### src/verilog/kpcfg_regs.svh
// Register offsets, reset values and timing counts of the keypad pin configuration block
`ifndef KPCFG_REGS_SVH
`define KPCFG_REGS_SVH
`define KPCFG_KSEL_ROWS   8'h1D
`define KPCFG_KSEL_COLS_L 8'h1E
`define KPCFG_KSEL_COLS_H 8'h1F
`define KPCFG_ELOG_ROWS   8'h20
`define KPCFG_ELOG_COLS_L 8'h21
`define KPCFG_ELOG_COLS_H 8'h23
`define KPCFG_DIR_ROWS    8'h23
`define KPCFG_DIR_COLS_L  8'h24
`define KPCFG_DIR_COLS_H  8'h25
`define KPCFG_POL_ROWS    8'h26
`define KPCFG_POL_COLS_L  8'h27
`define KPCFG_POL_COLS_H  8'h28
`define KPCFG_FOFF_ROWS   8'h29
`define KPCFG_FOFF_COLS_H 8'h2B
`define KPCFG_FOFF_COLS_L 8'h30
`define KPCFG_RESET_VALUE 18'h00000
`define KPCFG_CLK_PERIOD_NS 100
`define KPCFG_DEBOUNCE_NS 50000
`define KPCFG_DEBOUNCE_CYC ((`KPCFG_DEBOUNCE_NS + `KPCFG_CLK_PERIOD_NS - 1) / `KPCFG_CLK_PERIOD_NS)
`define KPCFG_SCAN_MS 25
`define KPCFG_SCAN_CYC (`KPCFG_SCAN_MS * 1000000 / `KPCFG_CLK_PERIOD_NS)
`define KPCFG_GPI_CODE_BASE 7'h61
`define KPCFG_KEY_CODE_BASE 7'h01
`endif

### src/verilog/kpcfg_pkg.sv
// Types shared by the keypad pin configuration block
`default_nettype none
package kpcfg_pkg;
	// One bit per pin: bits 7..0 rows, bits 17..8 columns
	typedef logic [17:0] kpcfg_pins_type;
	// Event word for the shared event queue
	typedef struct packed {
		logic       press; // 1 = press or active level
		logic [6:0] code;  // Key or input code
	} kpcfg_event_type;
	// Column scanner states
	typedef enum logic {
		KPCFG_SCAN_IDLE = 1'b0,
		KPCFG_SCAN_RUN  = 1'b1
	} kpcfg_scan_type;
endpackage
`default_nettype wire

### src/verilog/kpcfg_top.sv
// Keypad pin configuration, input debounce and column scan timing
//
// Behaviour
// - Select bit clear means general-purpose pin
// - Select bit set joins fixed row/column matrix
// - Event-logged inputs push changes into queue
// - Direction clear input, set output
// - Polarity clear triggers on falling/low
// - Polarity set triggers on rising/high
// - Filter-off bit bypasses input debounce
// - Bypass acts same on inputs and rows
// - Reset input always debounced 50 us
// - Input recognised after 50 us stable
// - All columns scanned every 25 ms
// - Key accepted after two matching scans
// - Input event codes 97 to 114
// - Enabled input change into trigger level sets change flag
`timescale 1ns/100ps
`default_nettype none
`include "kpcfg_regs.svh"
module kpcfg_top #(
	parameter int SCAN_CYCLES = `KPCFG_SCAN_CYC // Cycles per full column scan
) (
	input  wire logic                    sys_clk,           // 10 MHz clock
	input  wire logic                    rst_n,             // Async reset, active low
	input  wire logic [7:0]              reg_addr,          // Register offset
	input  wire logic [7:0]              reg_wdata,         // Write data
	input  wire logic                    reg_wr,            // Write strobe
	input  wire logic                    reg_rd,            // Read strobe
	output logic      [7:0]              reg_rdata,         // Read data, valid after reg_rd
	input  wire kpcfg_pkg::kpcfg_pins_type pin_in,          // Pin levels from pads
	output kpcfg_pkg::kpcfg_pins_type    pin_out,           // Pin drive levels
	output kpcfg_pkg::kpcfg_pins_type    pin_oe,            // Pin output enables
	input  wire kpcfg_pkg::kpcfg_pins_type gpio_data_out,   // Output data from data-out regs
	input  wire kpcfg_pkg::kpcfg_pins_type gpio_int_en,     // Interrupt enables per pin
	input  wire logic                    reset_pin_n,       // External reset pin, active low
	output logic                         reset_filtered_n,  // Debounced reset pin level
	output kpcfg_pkg::kpcfg_pins_type    gpi_level,         // Filtered input levels
	output logic                         ev_valid,          // Event word strobe
	output kpcfg_pkg::kpcfg_event_type   ev_word,           // Event word
	output logic                         input_change_flag, // Pulse: set status flag
	output kpcfg_pkg::kpcfg_pins_type    input_change_pins  // Pins causing the flag
);
	// ------------------------------------------------------------
	// Constants
	// ------------------------------------------------------------
	localparam logic [8:0]  DEB_LAST  = 9'(`KPCFG_DEBOUNCE_CYC - 1); // Last stable count
	localparam logic [17:0] SLOT_LAST = 18'(SCAN_CYCLES / 10 - 1);   // Last cycle per column

	// ------------------------------------------------------------
	// Configuration registers
	// ------------------------------------------------------------
	kpcfg_pkg::kpcfg_pins_type keypad_select;    // 1 = matrix pin
	kpcfg_pkg::kpcfg_pins_type input_event_log;  // 1 = changes logged
	kpcfg_pkg::kpcfg_pins_type direction;        // 1 = output
	kpcfg_pkg::kpcfg_pins_type trigger_polarity; // 1 = rising/high
	kpcfg_pkg::kpcfg_pins_type filter_off;       // 1 = no debounce

	// Writes: offset 0x23 is shared, so one write lands in both registers
	always_ff @(posedge sys_clk or negedge rst_n) begin
		if (!rst_n) begin
			keypad_select    <= `KPCFG_RESET_VALUE;
			input_event_log  <= `KPCFG_RESET_VALUE;
			direction        <= `KPCFG_RESET_VALUE;
			trigger_polarity <= `KPCFG_RESET_VALUE;
			filter_off       <= `KPCFG_RESET_VALUE;
		end else if (reg_wr) begin
			case (reg_addr)
				`KPCFG_KSEL_ROWS:   keypad_select[7:0]    <= reg_wdata;
				`KPCFG_KSEL_COLS_L: keypad_select[15:8]   <= reg_wdata;
				`KPCFG_KSEL_COLS_H: keypad_select[17:16]  <= reg_wdata[1:0];
				`KPCFG_ELOG_ROWS:   input_event_log[7:0]  <= reg_wdata;
				`KPCFG_ELOG_COLS_L: input_event_log[15:8] <= reg_wdata;
				`KPCFG_DIR_ROWS: begin
					direction[7:0]         <= reg_wdata;
					input_event_log[17:16] <= reg_wdata[1:0];
				end
				`KPCFG_DIR_COLS_L:  direction[15:8]          <= reg_wdata;
				`KPCFG_DIR_COLS_H:  direction[17:16]         <= reg_wdata[1:0];
				`KPCFG_POL_ROWS:    trigger_polarity[7:0]    <= reg_wdata;
				`KPCFG_POL_COLS_L:  trigger_polarity[15:8]   <= reg_wdata;
				`KPCFG_POL_COLS_H:  trigger_polarity[17:16]  <= reg_wdata[1:0];
				`KPCFG_FOFF_ROWS:   filter_off[7:0]          <= reg_wdata;
				`KPCFG_FOFF_COLS_L: filter_off[15:8]         <= reg_wdata;
				`KPCFG_FOFF_COLS_H: filter_off[17:16]        <= reg_wdata[1:0];
				default: ;
			endcase
		end
	end

	// Byte lane of a pin vector; reserved high bits of lane 2 read zero
	function automatic logic [7:0] lane(input kpcfg_pkg::kpcfg_pins_type v, input int n);
		logic [7:0] b;
		b = 8'h00;
		case (n)
			0: b = v[7:0];
			1: b = v[15:8];
			default: b = {6'h00, v[17:16]};
		endcase
		return b;
	endfunction

	// Reads registered; unmapped offsets answer 0x00, 0x23 answers direction
	always_ff @(posedge sys_clk or negedge rst_n) begin
		if (!rst_n) begin
			reg_rdata <= 8'h00;
		end else if (reg_rd) begin
			case (reg_addr)
				`KPCFG_KSEL_ROWS:   reg_rdata <= lane(keypad_select, 0);
				`KPCFG_KSEL_COLS_L: reg_rdata <= lane(keypad_select, 1);
				`KPCFG_KSEL_COLS_H: reg_rdata <= lane(keypad_select, 2);
				`KPCFG_ELOG_ROWS:   reg_rdata <= lane(input_event_log, 0);
				`KPCFG_ELOG_COLS_L: reg_rdata <= lane(input_event_log, 1);
				`KPCFG_DIR_ROWS:    reg_rdata <= lane(direction, 0);
				`KPCFG_DIR_COLS_L:  reg_rdata <= lane(direction, 1);
				`KPCFG_DIR_COLS_H:  reg_rdata <= lane(direction, 2);
				`KPCFG_POL_ROWS:    reg_rdata <= lane(trigger_polarity, 0);
				`KPCFG_POL_COLS_L:  reg_rdata <= lane(trigger_polarity, 1);
				`KPCFG_POL_COLS_H:  reg_rdata <= lane(trigger_polarity, 2);
				`KPCFG_FOFF_ROWS:   reg_rdata <= lane(filter_off, 0);
				`KPCFG_FOFF_COLS_L: reg_rdata <= lane(filter_off, 1);
				`KPCFG_FOFF_COLS_H: reg_rdata <= lane(filter_off, 2);
				default:            reg_rdata <= 8'h00;
			endcase
		end
	end

	// ------------------------------------------------------------
	// Synchronise and debounce: 18 pins plus the reset pin
	// ------------------------------------------------------------
	logic [18:0] raw_in;   // Pad levels, reset pin on top
	logic [18:0] bypass;   // Per channel debounce bypass
	logic [18:0] sync_a;   // First stage, read only by sync_b
	logic [18:0] sync_b;   // Second stage
	logic [18:0] stable;   // Debounced level
	logic [18:0] filtered; // Level used by the logic

	assign raw_in = {reset_pin_n, pin_in};
	assign bypass = {1'b0, filter_off};

	genvar gi;
	generate
		for (gi = 0; gi < 19; gi++) begin : g_chan
			logic [8:0] cnt; // Cycles the new level has held

			// Two flip-flops before any logic looks at the pad
			always_ff @(posedge sys_clk or negedge rst_n) begin
				if (!rst_n) begin
					sync_a[gi] <= 1'b1;
					sync_b[gi] <= 1'b1;
				end else begin
					sync_a[gi] <= raw_in[gi];
					sync_b[gi] <= sync_a[gi];
				end
			end

			// Any bounce restarts the count, so only a clean 50 us level passes
			always_ff @(posedge sys_clk or negedge rst_n) begin
				if (!rst_n) begin
					cnt        <= 9'h000;
					stable[gi] <= 1'b1;
				end else if (sync_b[gi] == stable[gi]) begin
					cnt <= 9'h000;
				end else if (cnt == DEB_LAST) begin
					stable[gi] <= sync_b[gi];
					cnt        <= 9'h000;
				end else begin
					cnt <= cnt + 9'h001;
				end
			end

			// Same bypass path for inputs and keypad rows
			assign filtered[gi] = bypass[gi] ? sync_b[gi] : stable[gi];
		end
	endgenerate

	// Filtered levels out, reset pin kept apart
	always_ff @(posedge sys_clk or negedge rst_n) begin
		if (!rst_n) begin
			gpi_level        <= 18'h3FFFF;
			reset_filtered_n <= 1'b1;
		end else begin
			gpi_level        <= filtered[17:0];
			reset_filtered_n <= filtered[18];
		end
	end

	// ------------------------------------------------------------
	// Column scanner
	// ------------------------------------------------------------
	kpcfg_pkg::kpcfg_scan_type scan_state; // Idle until a column is selected; back to idle only after a full scan with none selected
	logic [17:0] slot_cnt;                  // Cycles within a column slot
	logic [3:0]  col_idx;                   // Column being driven
	logic [79:0] scan_now;                  // Samples of the scan in progress
	logic [79:0] scan_prev;                 // Previous full scan
	logic [79:0] key_down;                  // Accepted key state
	logic [79:0] next_scan;                 // scan_now with this slot merged
	logic [79:0] key_new;                   // Keys changing this cycle
	logic        slot_end;                  // Last cycle of a slot
	logic        scan_end;                  // Last slot of a full scan

	assign slot_end = (scan_state == kpcfg_pkg::KPCFG_SCAN_RUN) && (slot_cnt == SLOT_LAST);
	assign scan_end = slot_end && (col_idx == 4'h9);

	// Key k = row * 10 + column; pressed when a matrix row reads low
	always_comb begin
		next_scan = scan_now;
		key_new   = 80'h0;
		if (slot_end) begin
			for (int r = 0; r < 8; r++) begin
				next_scan[r * 10 + int'(col_idx)] = keypad_select[r]
					&& keypad_select[8 + int'(col_idx)] && !filtered[r];
			end
		end
		if (scan_end) begin
			key_new = (next_scan ~^ scan_prev) & (next_scan ^ key_down);
		end
	end

	// Slot timing: ten equal slots fill one scan period
	always_ff @(posedge sys_clk or negedge rst_n) begin
		if (!rst_n) begin
			scan_state <= kpcfg_pkg::KPCFG_SCAN_IDLE;
			slot_cnt   <= 18'h00000;
			col_idx    <= 4'h0;
		end else begin
			unique case (scan_state)
				kpcfg_pkg::KPCFG_SCAN_IDLE: begin
					slot_cnt <= 18'h00000;
					col_idx  <= 4'h0;
					if (keypad_select[17:8] != 10'h000) begin
						scan_state <= kpcfg_pkg::KPCFG_SCAN_RUN;
					end
				end
				kpcfg_pkg::KPCFG_SCAN_RUN: begin
					if (slot_end) begin
						slot_cnt <= 18'h00000;
						col_idx  <= (col_idx == 4'h9) ? 4'h0 : col_idx + 4'h1;
						if (col_idx == 4'h9 && keypad_select[17:8] == 10'h000) begin
							scan_state <= kpcfg_pkg::KPCFG_SCAN_IDLE;
						end
					end else begin
						slot_cnt <= slot_cnt + 18'h00001;
					end
				end
			endcase
		end
	end

	// Scan images: a press needs the same answer in two full scans
	always_ff @(posedge sys_clk or negedge rst_n) begin
		if (!rst_n) begin
			scan_now  <= 80'h0;
			scan_prev <= 80'h0;
			key_down  <= 80'h0;
		end else if (scan_end) begin
			scan_now  <= 80'h0;
			scan_prev <= next_scan;
			key_down  <= key_down ^ key_new;
		end else begin
			scan_now <= next_scan;
		end
	end

	// ------------------------------------------------------------
	// Pin drive
	// ------------------------------------------------------------
	// Active matrix column driven low, other matrix pins released, general-purpose pins per direction
	always_ff @(posedge sys_clk or negedge rst_n) begin
		if (!rst_n) begin
			pin_out <= 18'h00000;
			pin_oe  <= 18'h00000;
		end else begin
			for (int p = 0; p < 18; p++) begin
				if (keypad_select[p]) begin
					pin_out[p] <= 1'b0;
					pin_oe[p]  <= (p >= 8) && (scan_state == kpcfg_pkg::KPCFG_SCAN_RUN)
						&& (p - 8 == int'(col_idx));
				end else begin
					pin_out[p] <= gpio_data_out[p];
					pin_oe[p]  <= direction[p];
				end
			end
		end
	end

	// ------------------------------------------------------------
	// General-purpose input change detection
	// ------------------------------------------------------------
	kpcfg_pkg::kpcfg_pins_type level_prev; // Filtered level last cycle
	kpcfg_pkg::kpcfg_pins_type gpi_mask;   // Pins acting as inputs
	kpcfg_pkg::kpcfg_pins_type gpi_change; // Input changes this cycle
	kpcfg_pkg::kpcfg_pins_type gpi_hit;    // Changes into the trigger level

	assign gpi_mask   = ~keypad_select & ~direction;
	assign gpi_change = gpi_mask & (filtered[17:0] ^ level_prev);
	assign gpi_hit    = gpi_change & gpio_int_en & ~(filtered[17:0] ^ trigger_polarity);

	// Change flag pulses one cycle with the causing pins
	always_ff @(posedge sys_clk or negedge rst_n) begin
		if (!rst_n) begin
			level_prev        <= 18'h3FFFF;
			input_change_flag <= 1'b0;
			input_change_pins <= 18'h00000;
		end else begin
			level_prev        <= filtered[17:0];
			input_change_flag <= |gpi_hit;
			input_change_pins <= gpi_hit;
		end
	end

	// ------------------------------------------------------------
	// Event arbiter
	// ------------------------------------------------------------
	logic [79:0]               key_pend; // Matrix events waiting
	kpcfg_pkg::kpcfg_pins_type gpi_pend; // Input events waiting
	logic [79:0]               key_gnt;  // Matrix event sent now
	kpcfg_pkg::kpcfg_pins_type gpi_gnt;  // Input event sent now
	kpcfg_pkg::kpcfg_event_type next_word; // Word to send

	// Lowest matrix key first, then lowest input; one word per cycle
	always_comb begin
		key_gnt   = 80'h0;
		gpi_gnt   = 18'h00000;
		next_word = '0;
		for (int g = 17; g >= 0; g--) begin
			if (gpi_pend[g]) begin
				gpi_gnt   = 18'h00000;
				gpi_gnt[g] = 1'b1;
				next_word.press = filtered[g] == trigger_polarity[g];
				next_word.code  = `KPCFG_GPI_CODE_BASE + 7'(g);
			end
		end
		for (int k = 79; k >= 0; k--) begin
			if (key_pend[k]) begin
				key_gnt    = 80'h0;
				key_gnt[k] = 1'b1;
				gpi_gnt    = 18'h00000;
				next_word.press = key_down[k];
				next_word.code  = `KPCFG_KEY_CODE_BASE + 7'(k);
			end
		end
	end

	// A new change wins over the grant that clears it
	always_ff @(posedge sys_clk or negedge rst_n) begin
		if (!rst_n) begin
			key_pend <= 80'h0;
			gpi_pend <= 18'h00000;
		end else begin
			key_pend <= (key_pend & ~key_gnt) | key_new;
			gpi_pend <= (gpi_pend & ~gpi_gnt) | (gpi_change & input_event_log);
		end
	end

	// Registered event strobe
	always_ff @(posedge sys_clk or negedge rst_n) begin
		if (!rst_n) begin
			ev_valid <= 1'b0;
			ev_word  <= '0;
		end else begin
			ev_valid <= (|key_pend) | (|gpi_pend);
			ev_word  <= next_word;
		end
	end
endmodule
`default_nettype wire

### config.mk
export PLATFORM = sky130hd
export DESIGN_NAME = kpcfg_top
export DESIGN_NICKNAME = d
export VERILOG_FILES = /design/src/verilog/kpcfg_pkg.sv /design/src/verilog/kpcfg_top.sv
export VERILOG_INCLUDE_DIRS = /design/src /design/src/verilog
export SDC_FILE = /design/constraint.sdc
export NUM_CORES = 2
export LEC_CHECK = 0
export BUFFER_PORTS_ARGS = -buffer_cell sky130_fd_sc_hd__buf_2
export CAP_MARGIN = 15
export CORE_ASPECT_RATIO = 0.5
export CORE_MARGIN = 2
export CORE_UTILIZATION = 30
export DETAILED_ROUTE_END_ITERATION = 12
export GPL_ROUTABILITY_DRIVEN = 0
export PLACE_DENSITY = 0.52
export SKIP_LAST_GASP = 1
export SYNTH_ARGS = -nofsm -noshare
export SYNTH_HDL_FRONTEND = slang
export SYNTH_SLANG_ARGS = --single-unit
### constraint.sdc
create_clock -name sys_clk -period 7.8 [get_ports sys_clk]
set_clock_uncertainty 0.05 [all_clocks]
set_input_delay 0.78 -clock sys_clk [delete_from_list [all_inputs] [get_ports sys_clk]]
set_output_delay 0.78 -clock sys_clk [all_outputs]
set_load 0.01 [all_outputs]
=== Word level (Yosys, flattened, before mapping) ===
Index checks and enable logic that the tools add are counted.

* Register bits after elaboration: 770
* Output and inout port bits: 91
* Bits of input ports: 75
* Word-level logic and storage cells: 770

* Bitwise gates (word level): 41
* Magnitude comparators: 17
* Mux-type cells: 408
* Reduce and logical (&&, ||, !) cells: 84
* Add/sub/neg operators: 29
* Equal/unequal tests: 82

{| class="wikitable"
|+ Operator list
! operator !! count
|-
| two-way mux 80 bit || 83
|-
| two-way mux 18 bit || 99
|-
| two-way mux 8 bit || 98
|-
| bitwise mux 80 bit || 8
|-
| two-way mux 9 bit || 38
|-
| adder 9 x 1 -> 9 bit (second input constant) || 19
|-
| == test 9 bit (second input constant) || 19
|-
| bitwise AND 80 bit || 2
|-
| bitwise XOR 80 bit || 2
|-
| one-hot mux 8 bit (14 select lines) || 1
|-
| bitwise AND 18 bit || 6
|-
| == test 8 x 6 -> 1 bit (second input constant) || 11
|-
| NOT 80 bit || 1
|-
| OR 80 bit || 1
|-
| OR reduction 80 bit || 1
|-
| bitwise XNOR 80 bit || 1
|-
| NOT 18 bit || 4
|-
| two-way mux 1 bit || 67
|-
| AND reduction 2 bit || 33
|-
| demux 1 bit (select 7 bit) || 7
|-
| == test 1 bit || 37
|-
| logical AND 1 bit || 37
|-
| one-hot mux 18 bit (2 select lines) || 1
|-
| OR reduction 18 bit || 2
|-
| other kinds (37) || 83
|}

=== Depth between registers and ports, before layout ===
* Word-level depth: 101
* Gate-level depth with buffers: 13
* Depth with buffers taken out: 11

=== Worst setup path before layout ===
Ideal clock, no wire load.

* Kind: register to register
* Start: register col_idx[1]
* End: register key_pend[60]
* Arrival time: 3,179 ps
* Library setup time: 69 ps
* Slack: 4,502 ps
* Stages on the path, launching flop included: 12
* Buffers on the path: 2
* Required time: 7,681 ps
* Cells stage by stage: dfrtp_1 -> buf_2 -> inv_1 -> ha_1 -> ha_1 -> clkbuf_1 -> or4b_2 -> o311ai_0 -> o211ai_1 -> a21o_1 -> or4b_1 -> nand3_1

* Longest elaborated chain between the ends: 19
* Elaborated cells between the ends (all ways): 78

{| class="wikitable"
|+ RTL lines
! item !! RTL line !! source
|-
| from (decl) || kpcfg_top.sv:193 || <nowiki>logic [3:0] col_idx;</nowiki>
|-
| from (signal assigned) || kpcfg_top.sv:238 || <nowiki>col_idx <= (col_idx == 4'h9) ? 4'h0 : col_idx + 4'h1;</nowiki>
|-
| adder 4 x 4 -> 5 bit || kpcfg_top.sv:212 || <nowiki>&& keypad_select[8 + int'(col_idx)] && !filtered[r];</nowiki>
|-
| binary-select mux 1 bit (select 5 bit) || kpcfg_top.sv:212 ||
|-
| two-way mux 1 bit (not written as such) (2 in a row) || kpcfg_top.sv:212 ||
|-
| logical AND 1 bit (2 in a row) || kpcfg_top.sv:212 ||
|-
| bitwise mux 80 bit (8 in a row) || kpcfg_top.sv:211 || <nowiki>next_scan[r * 10 + int'(col_idx)] = keypad_select[r]</nowiki>
|-
| two-way mux 80 bit || kpcfg_top.sv:209 || <nowiki>if (slot_end) begin</nowiki>
|-
| bitwise XNOR 80 bit / bitwise XOR 80 bit (equally long branches) || kpcfg_top.sv:216 || <nowiki>key_new = (next_scan ~^ scan_prev) & (next_scan ^ key_down);</nowiki>
|-
| bitwise AND 80 bit || kpcfg_top.sv:216 ||
|-
| two-way mux 80 bit * || kpcfg_top.sv:215 || <nowiki>if (scan_end) begin</nowiki>
|-
| OR 80 bit * || kpcfg_top.sv:351 || <nowiki>key_pend <= (key_pend & ~key_gnt) | key_new;</nowiki>
|-
| to (signal assigned) || kpcfg_top.sv:351 ||
|-
| to (decl) || kpcfg_top.sv:315 || <nowiki>logic [79:0] key_pend;</nowiki>
|}

Mark *: on every way between the ends. The rest lies on a longest branch, timed or not. The select of a mux whose other input is x is not followed.
A chain may end at the register's enable or synchronous reset.

=== Worst setup path in the final report ===
* Start: register col_idx[1]
* End: register key_pend[27]

The elaborated chain is that of the path after synthesis.

==> results.sh <==
export IMPL_core_area_sq_um=134700
export IMPL_setup_violations=0
export IMPL_synth_edf_count=0
export IMPL_cap_violations=0
export IMPL_layout_common_cells="dfrtp_1 (692), nor2_1 (525), nand2_1 (464)"
export IMPL_path_buf_inv=1
export IMPL_wl_per_cell_um=22.62
export IMPL_rsz0062_at_grt="no"
export IMPL_critPathCaptureType="register"
export IMPL_hold_buffers=0
export IMPL_design_die_area_sq_um=139300
export IMPL_ctsResizeCount=0
export IMPL_syn_nets=4569
export IMPL_cp_max_fo=17
export IMPL_grt_pass1_vias=34950
export IMPL_finalCritPeriodShare_pct=61.00
export IMPL_drt_iter0_markers=3407
export IMPL_vias=35780
export IMPL_slowest_delay_ns=0.84
export IMPL_worstPathRequired_ns=8.33
export IMPL_drt_first_pass_iters=7
export IMPL_drc=0
export IMPL_routed_wl_mm=144.4
export IMPL_finalSetupTns_ns=0
export IMPL_synth_async_sr_flop_share_pct=100.0
export IMPL_synthCells=4460
export IMPL_cts_sinks=768
export IMPL_max_freq_mhz=210.2
export IMPL_fillers=13730
export IMPL_critPathKind="reg -> reg"
export IMPL_cts_tree="built"
export IMPL_grt_pass1_wl_mm=218.9
export IMPL_port_buffers=165
export IMPL_clk_latency_ns=0.69
export IMPL_cp_slowest_cell="nor3b_1"
export IMPL_power_density_nw_per_um2=187.5
export IMPL_drive_gt1_share_pct=12.90
export IMPL_antenna_found_initial=8
export IMPL_tightestPinTransition_ns=1.144
export IMPL_synth_area_sq_um=40840
export IMPL_htree_num_levels=3
export IMPL_hold_class="in -> async"
export IMPL_syn_area_per_cell_sq_um=9.156
export IMPL_clockBufferDepth=3
export IMPL_final_net_count=4632
export IMPL_fin_crit_ns=4.758
export IMPL_grt_max_degree=180
export IMPL_mostFrequentLayoutCell="dfrtp_1"
export IMPL_relSlewSlack_pct=22.91
export IMPL_dp_slack_ns=3.428
export IMPL_setup_ws_ns=3.042
export IMPL_ys_seq_area_share_pct=47.29
export IMPL_cp_arrival_ns=5.29
export IMPL_dp_hpwl_mm=102.8
export IMPL_crit_chain="inv_1 > ha_1 > ha_1 > nor3b_1 > o2111ai_1 > o22ai_1 > a21oi_1 > a311oi_1 > a21oi_1 > o311ai_1"
export IMPL_postRouteAntennaNets=0
export IMPL_cpLargestDelayFamily="compound AO/OA/AOI/OAI gates"
export IMPL_grt_overflow_total=0
export IMPL_final_max_slew_violation_count=0
export IMPL_yosys_warnings=0
export IMPL_grt_usage_pct=20.31
export IMPL_max_vdd_ir_drop_uv=157.7
export IMPL_outcome="complete, no violations"
export IMPL_startpoint_type="register"
export IMPL_die_h_um=264.9
export IMPL_clk_pin_slew_worst_paths_ns=0.06
export IMPL_num_rows=95
export IMPL_area_delta_synth_final_pct=13.29
export IMPL_root_buffer="clkbuf_16"
export IMPL_postCtsSetupRepairBufs=0
export IMPL_leakage_nw=20.14
export IMPL_initial_core_util_pct=30.32
export IMPL_numCtsBuffers=82
export IMPL_dieWidth_um=525.8
export IMPL_yosys_most_used_dff="dfrtp_1"
export IMPL_post_drt_via_cell_ratio=5.606
export IMPL_io_pins=166
export IMPL_ys_types=101
export IMPL_hold_violations=0
export IMPL_ys_seq_elements=768
## per-stage QoR
stage | std cells | utilization (%) | total power [W] | hold WS (ns) | cell area (sq um)
finish | 6383 | 34.36 | 0.008673 | 0.04740 | 46270
global route | 6382 | 34.35 | 0.009001 | 0.05692 | 46260
CTS | 6380 | 34.34 | 0.008779 | 0.01751 | 46250
detailed placement | 6231 | 32.26 | 0.004649 | 0.2970 | 43440
global placement | 6231 | 32.26 | 0.004641 | 0.2963 | 43440
floorplan | 4460 | - | 0.004411 | 0.2952 | 40840
## cell type report
type	count	area [sq um]	area share, %
repair buffers	223	1313	2.837
clock buffers	120	2407	5.203
well taps	1794	2245	4.852
diodes	1	2.502	0.005409
clock inverters	29	394.1	0.8519
flip-flops and latches	768	19310	41.74
inverters	149	559.3	1.209
multi-input cells	3299	20030	43.30
## kinds of logic (layout without fill, tap and decap cells)
logic type	Yosys count	in the layout	share of synthesized area [%]
AND/OR/NAND/NOR	1789	1789	21.55
AO/OA/AOI/OAI	1113	1113	17.68
flip-flops	768	768	47.29
buffers and inverters	393	521	3.750
XOR/XNOR	200	200	4.289
multiplexers	163	163	4.397
adder cells (fa/ha/maj)	34	34	1.042
other	0	1	0
## layer usage
metal | track usage, % | wire [um] | vias up
met3 | 4.694 | 11020 | 373
met5 | 0 | 27 | -
met1 | 26.36 | 61130 | 17820
met4 | 9.593 | 7297 | 6
met2 | 32.00 | 64930 | 1459
li1 | - | - | 16130
## registers in the layout, indices dropped and copies added, names as in the netlist, 19 cells and up
name	count
sync_b	19
scan_prev	80
scan_now	80
sync_a	19
key_down	80
key_pend	80
g_chan.cnt	171
## final timing paths
check,startpoint,to,slack (ns),cells past startpoint
worst min register to register,sync_a[16]$_DFF_PN1_,sync_b[16]$_DFF_PN1_,0.30,0
min in group sys_clk,pin_in[4],sync_a[4]$_DFF_PN1_,0.14,1
worst min-delay path,rst_n,g_chan[16].cnt[1]$_DFF_PN0_,0.05,1
worst max-delay path,col_idx[1]$_DFFE_PN0P_,key_pend[27]$_DFF_PN0_,3.04,10
worst max register to register,col_idx[1]$_DFFE_PN0P_,key_pend[27]$_DFF_PN0_,3.04,10
max in group asynchronous,rst_n,key_down[12]$_DFFE_PN0P_,5.76,3
## report_power, final
part	leakage (nW)	switching, W	total, W	internal [W]
Combinational	8.43	0.000254	0.000389	0.000135
Sequential	10.3	0.0000981	0.00418	0.00409
Clock	1.37	0.00174	0.00410	0.00236
## cell usage after synthesis (all sizes together) (14+ instances only)
cell type  number  share of area, %
ha             34               1.0
o221ai         23              0.49
a22o           15              0.32
nand4          60              0.92
xor2           79               1.7
nand3         188               2.3
a22oi          37              0.68
o211ai         49              0.91
nor2          529               4.9
a21oi         240               3.0
o311ai         29              0.62
a221oi         14              0.30
or4b           23              0.56
buf            53              0.63
nand4b         30              0.64
o2111ai        16              0.34
and3           50              0.77
o21ai         335               4.1
a21o           20              0.37
and2           48              0.74
a31oi          40              0.65
nand3b         38              0.70
inv           148               1.4
dfrtp         692                42
o22ai          50              0.77
mux2          111               3.1
or3            36              0.56
nor3           76              0.96
a211oi         37              0.76
o31ai          35              0.64
xnor2         121               2.6
nor4           54              0.86
nor3b          38              0.70
clkbuf        191               1.8
nor2b          68               1.0
a2111oi        22              0.49
nand2         466               4.3
mux2i          50               1.2
a21boi         19              0.35
o22a           16              0.34
nand2b         42              0.64
dfstp          76               4.9
Note: power is estimated with default switching activity, not from simulation.
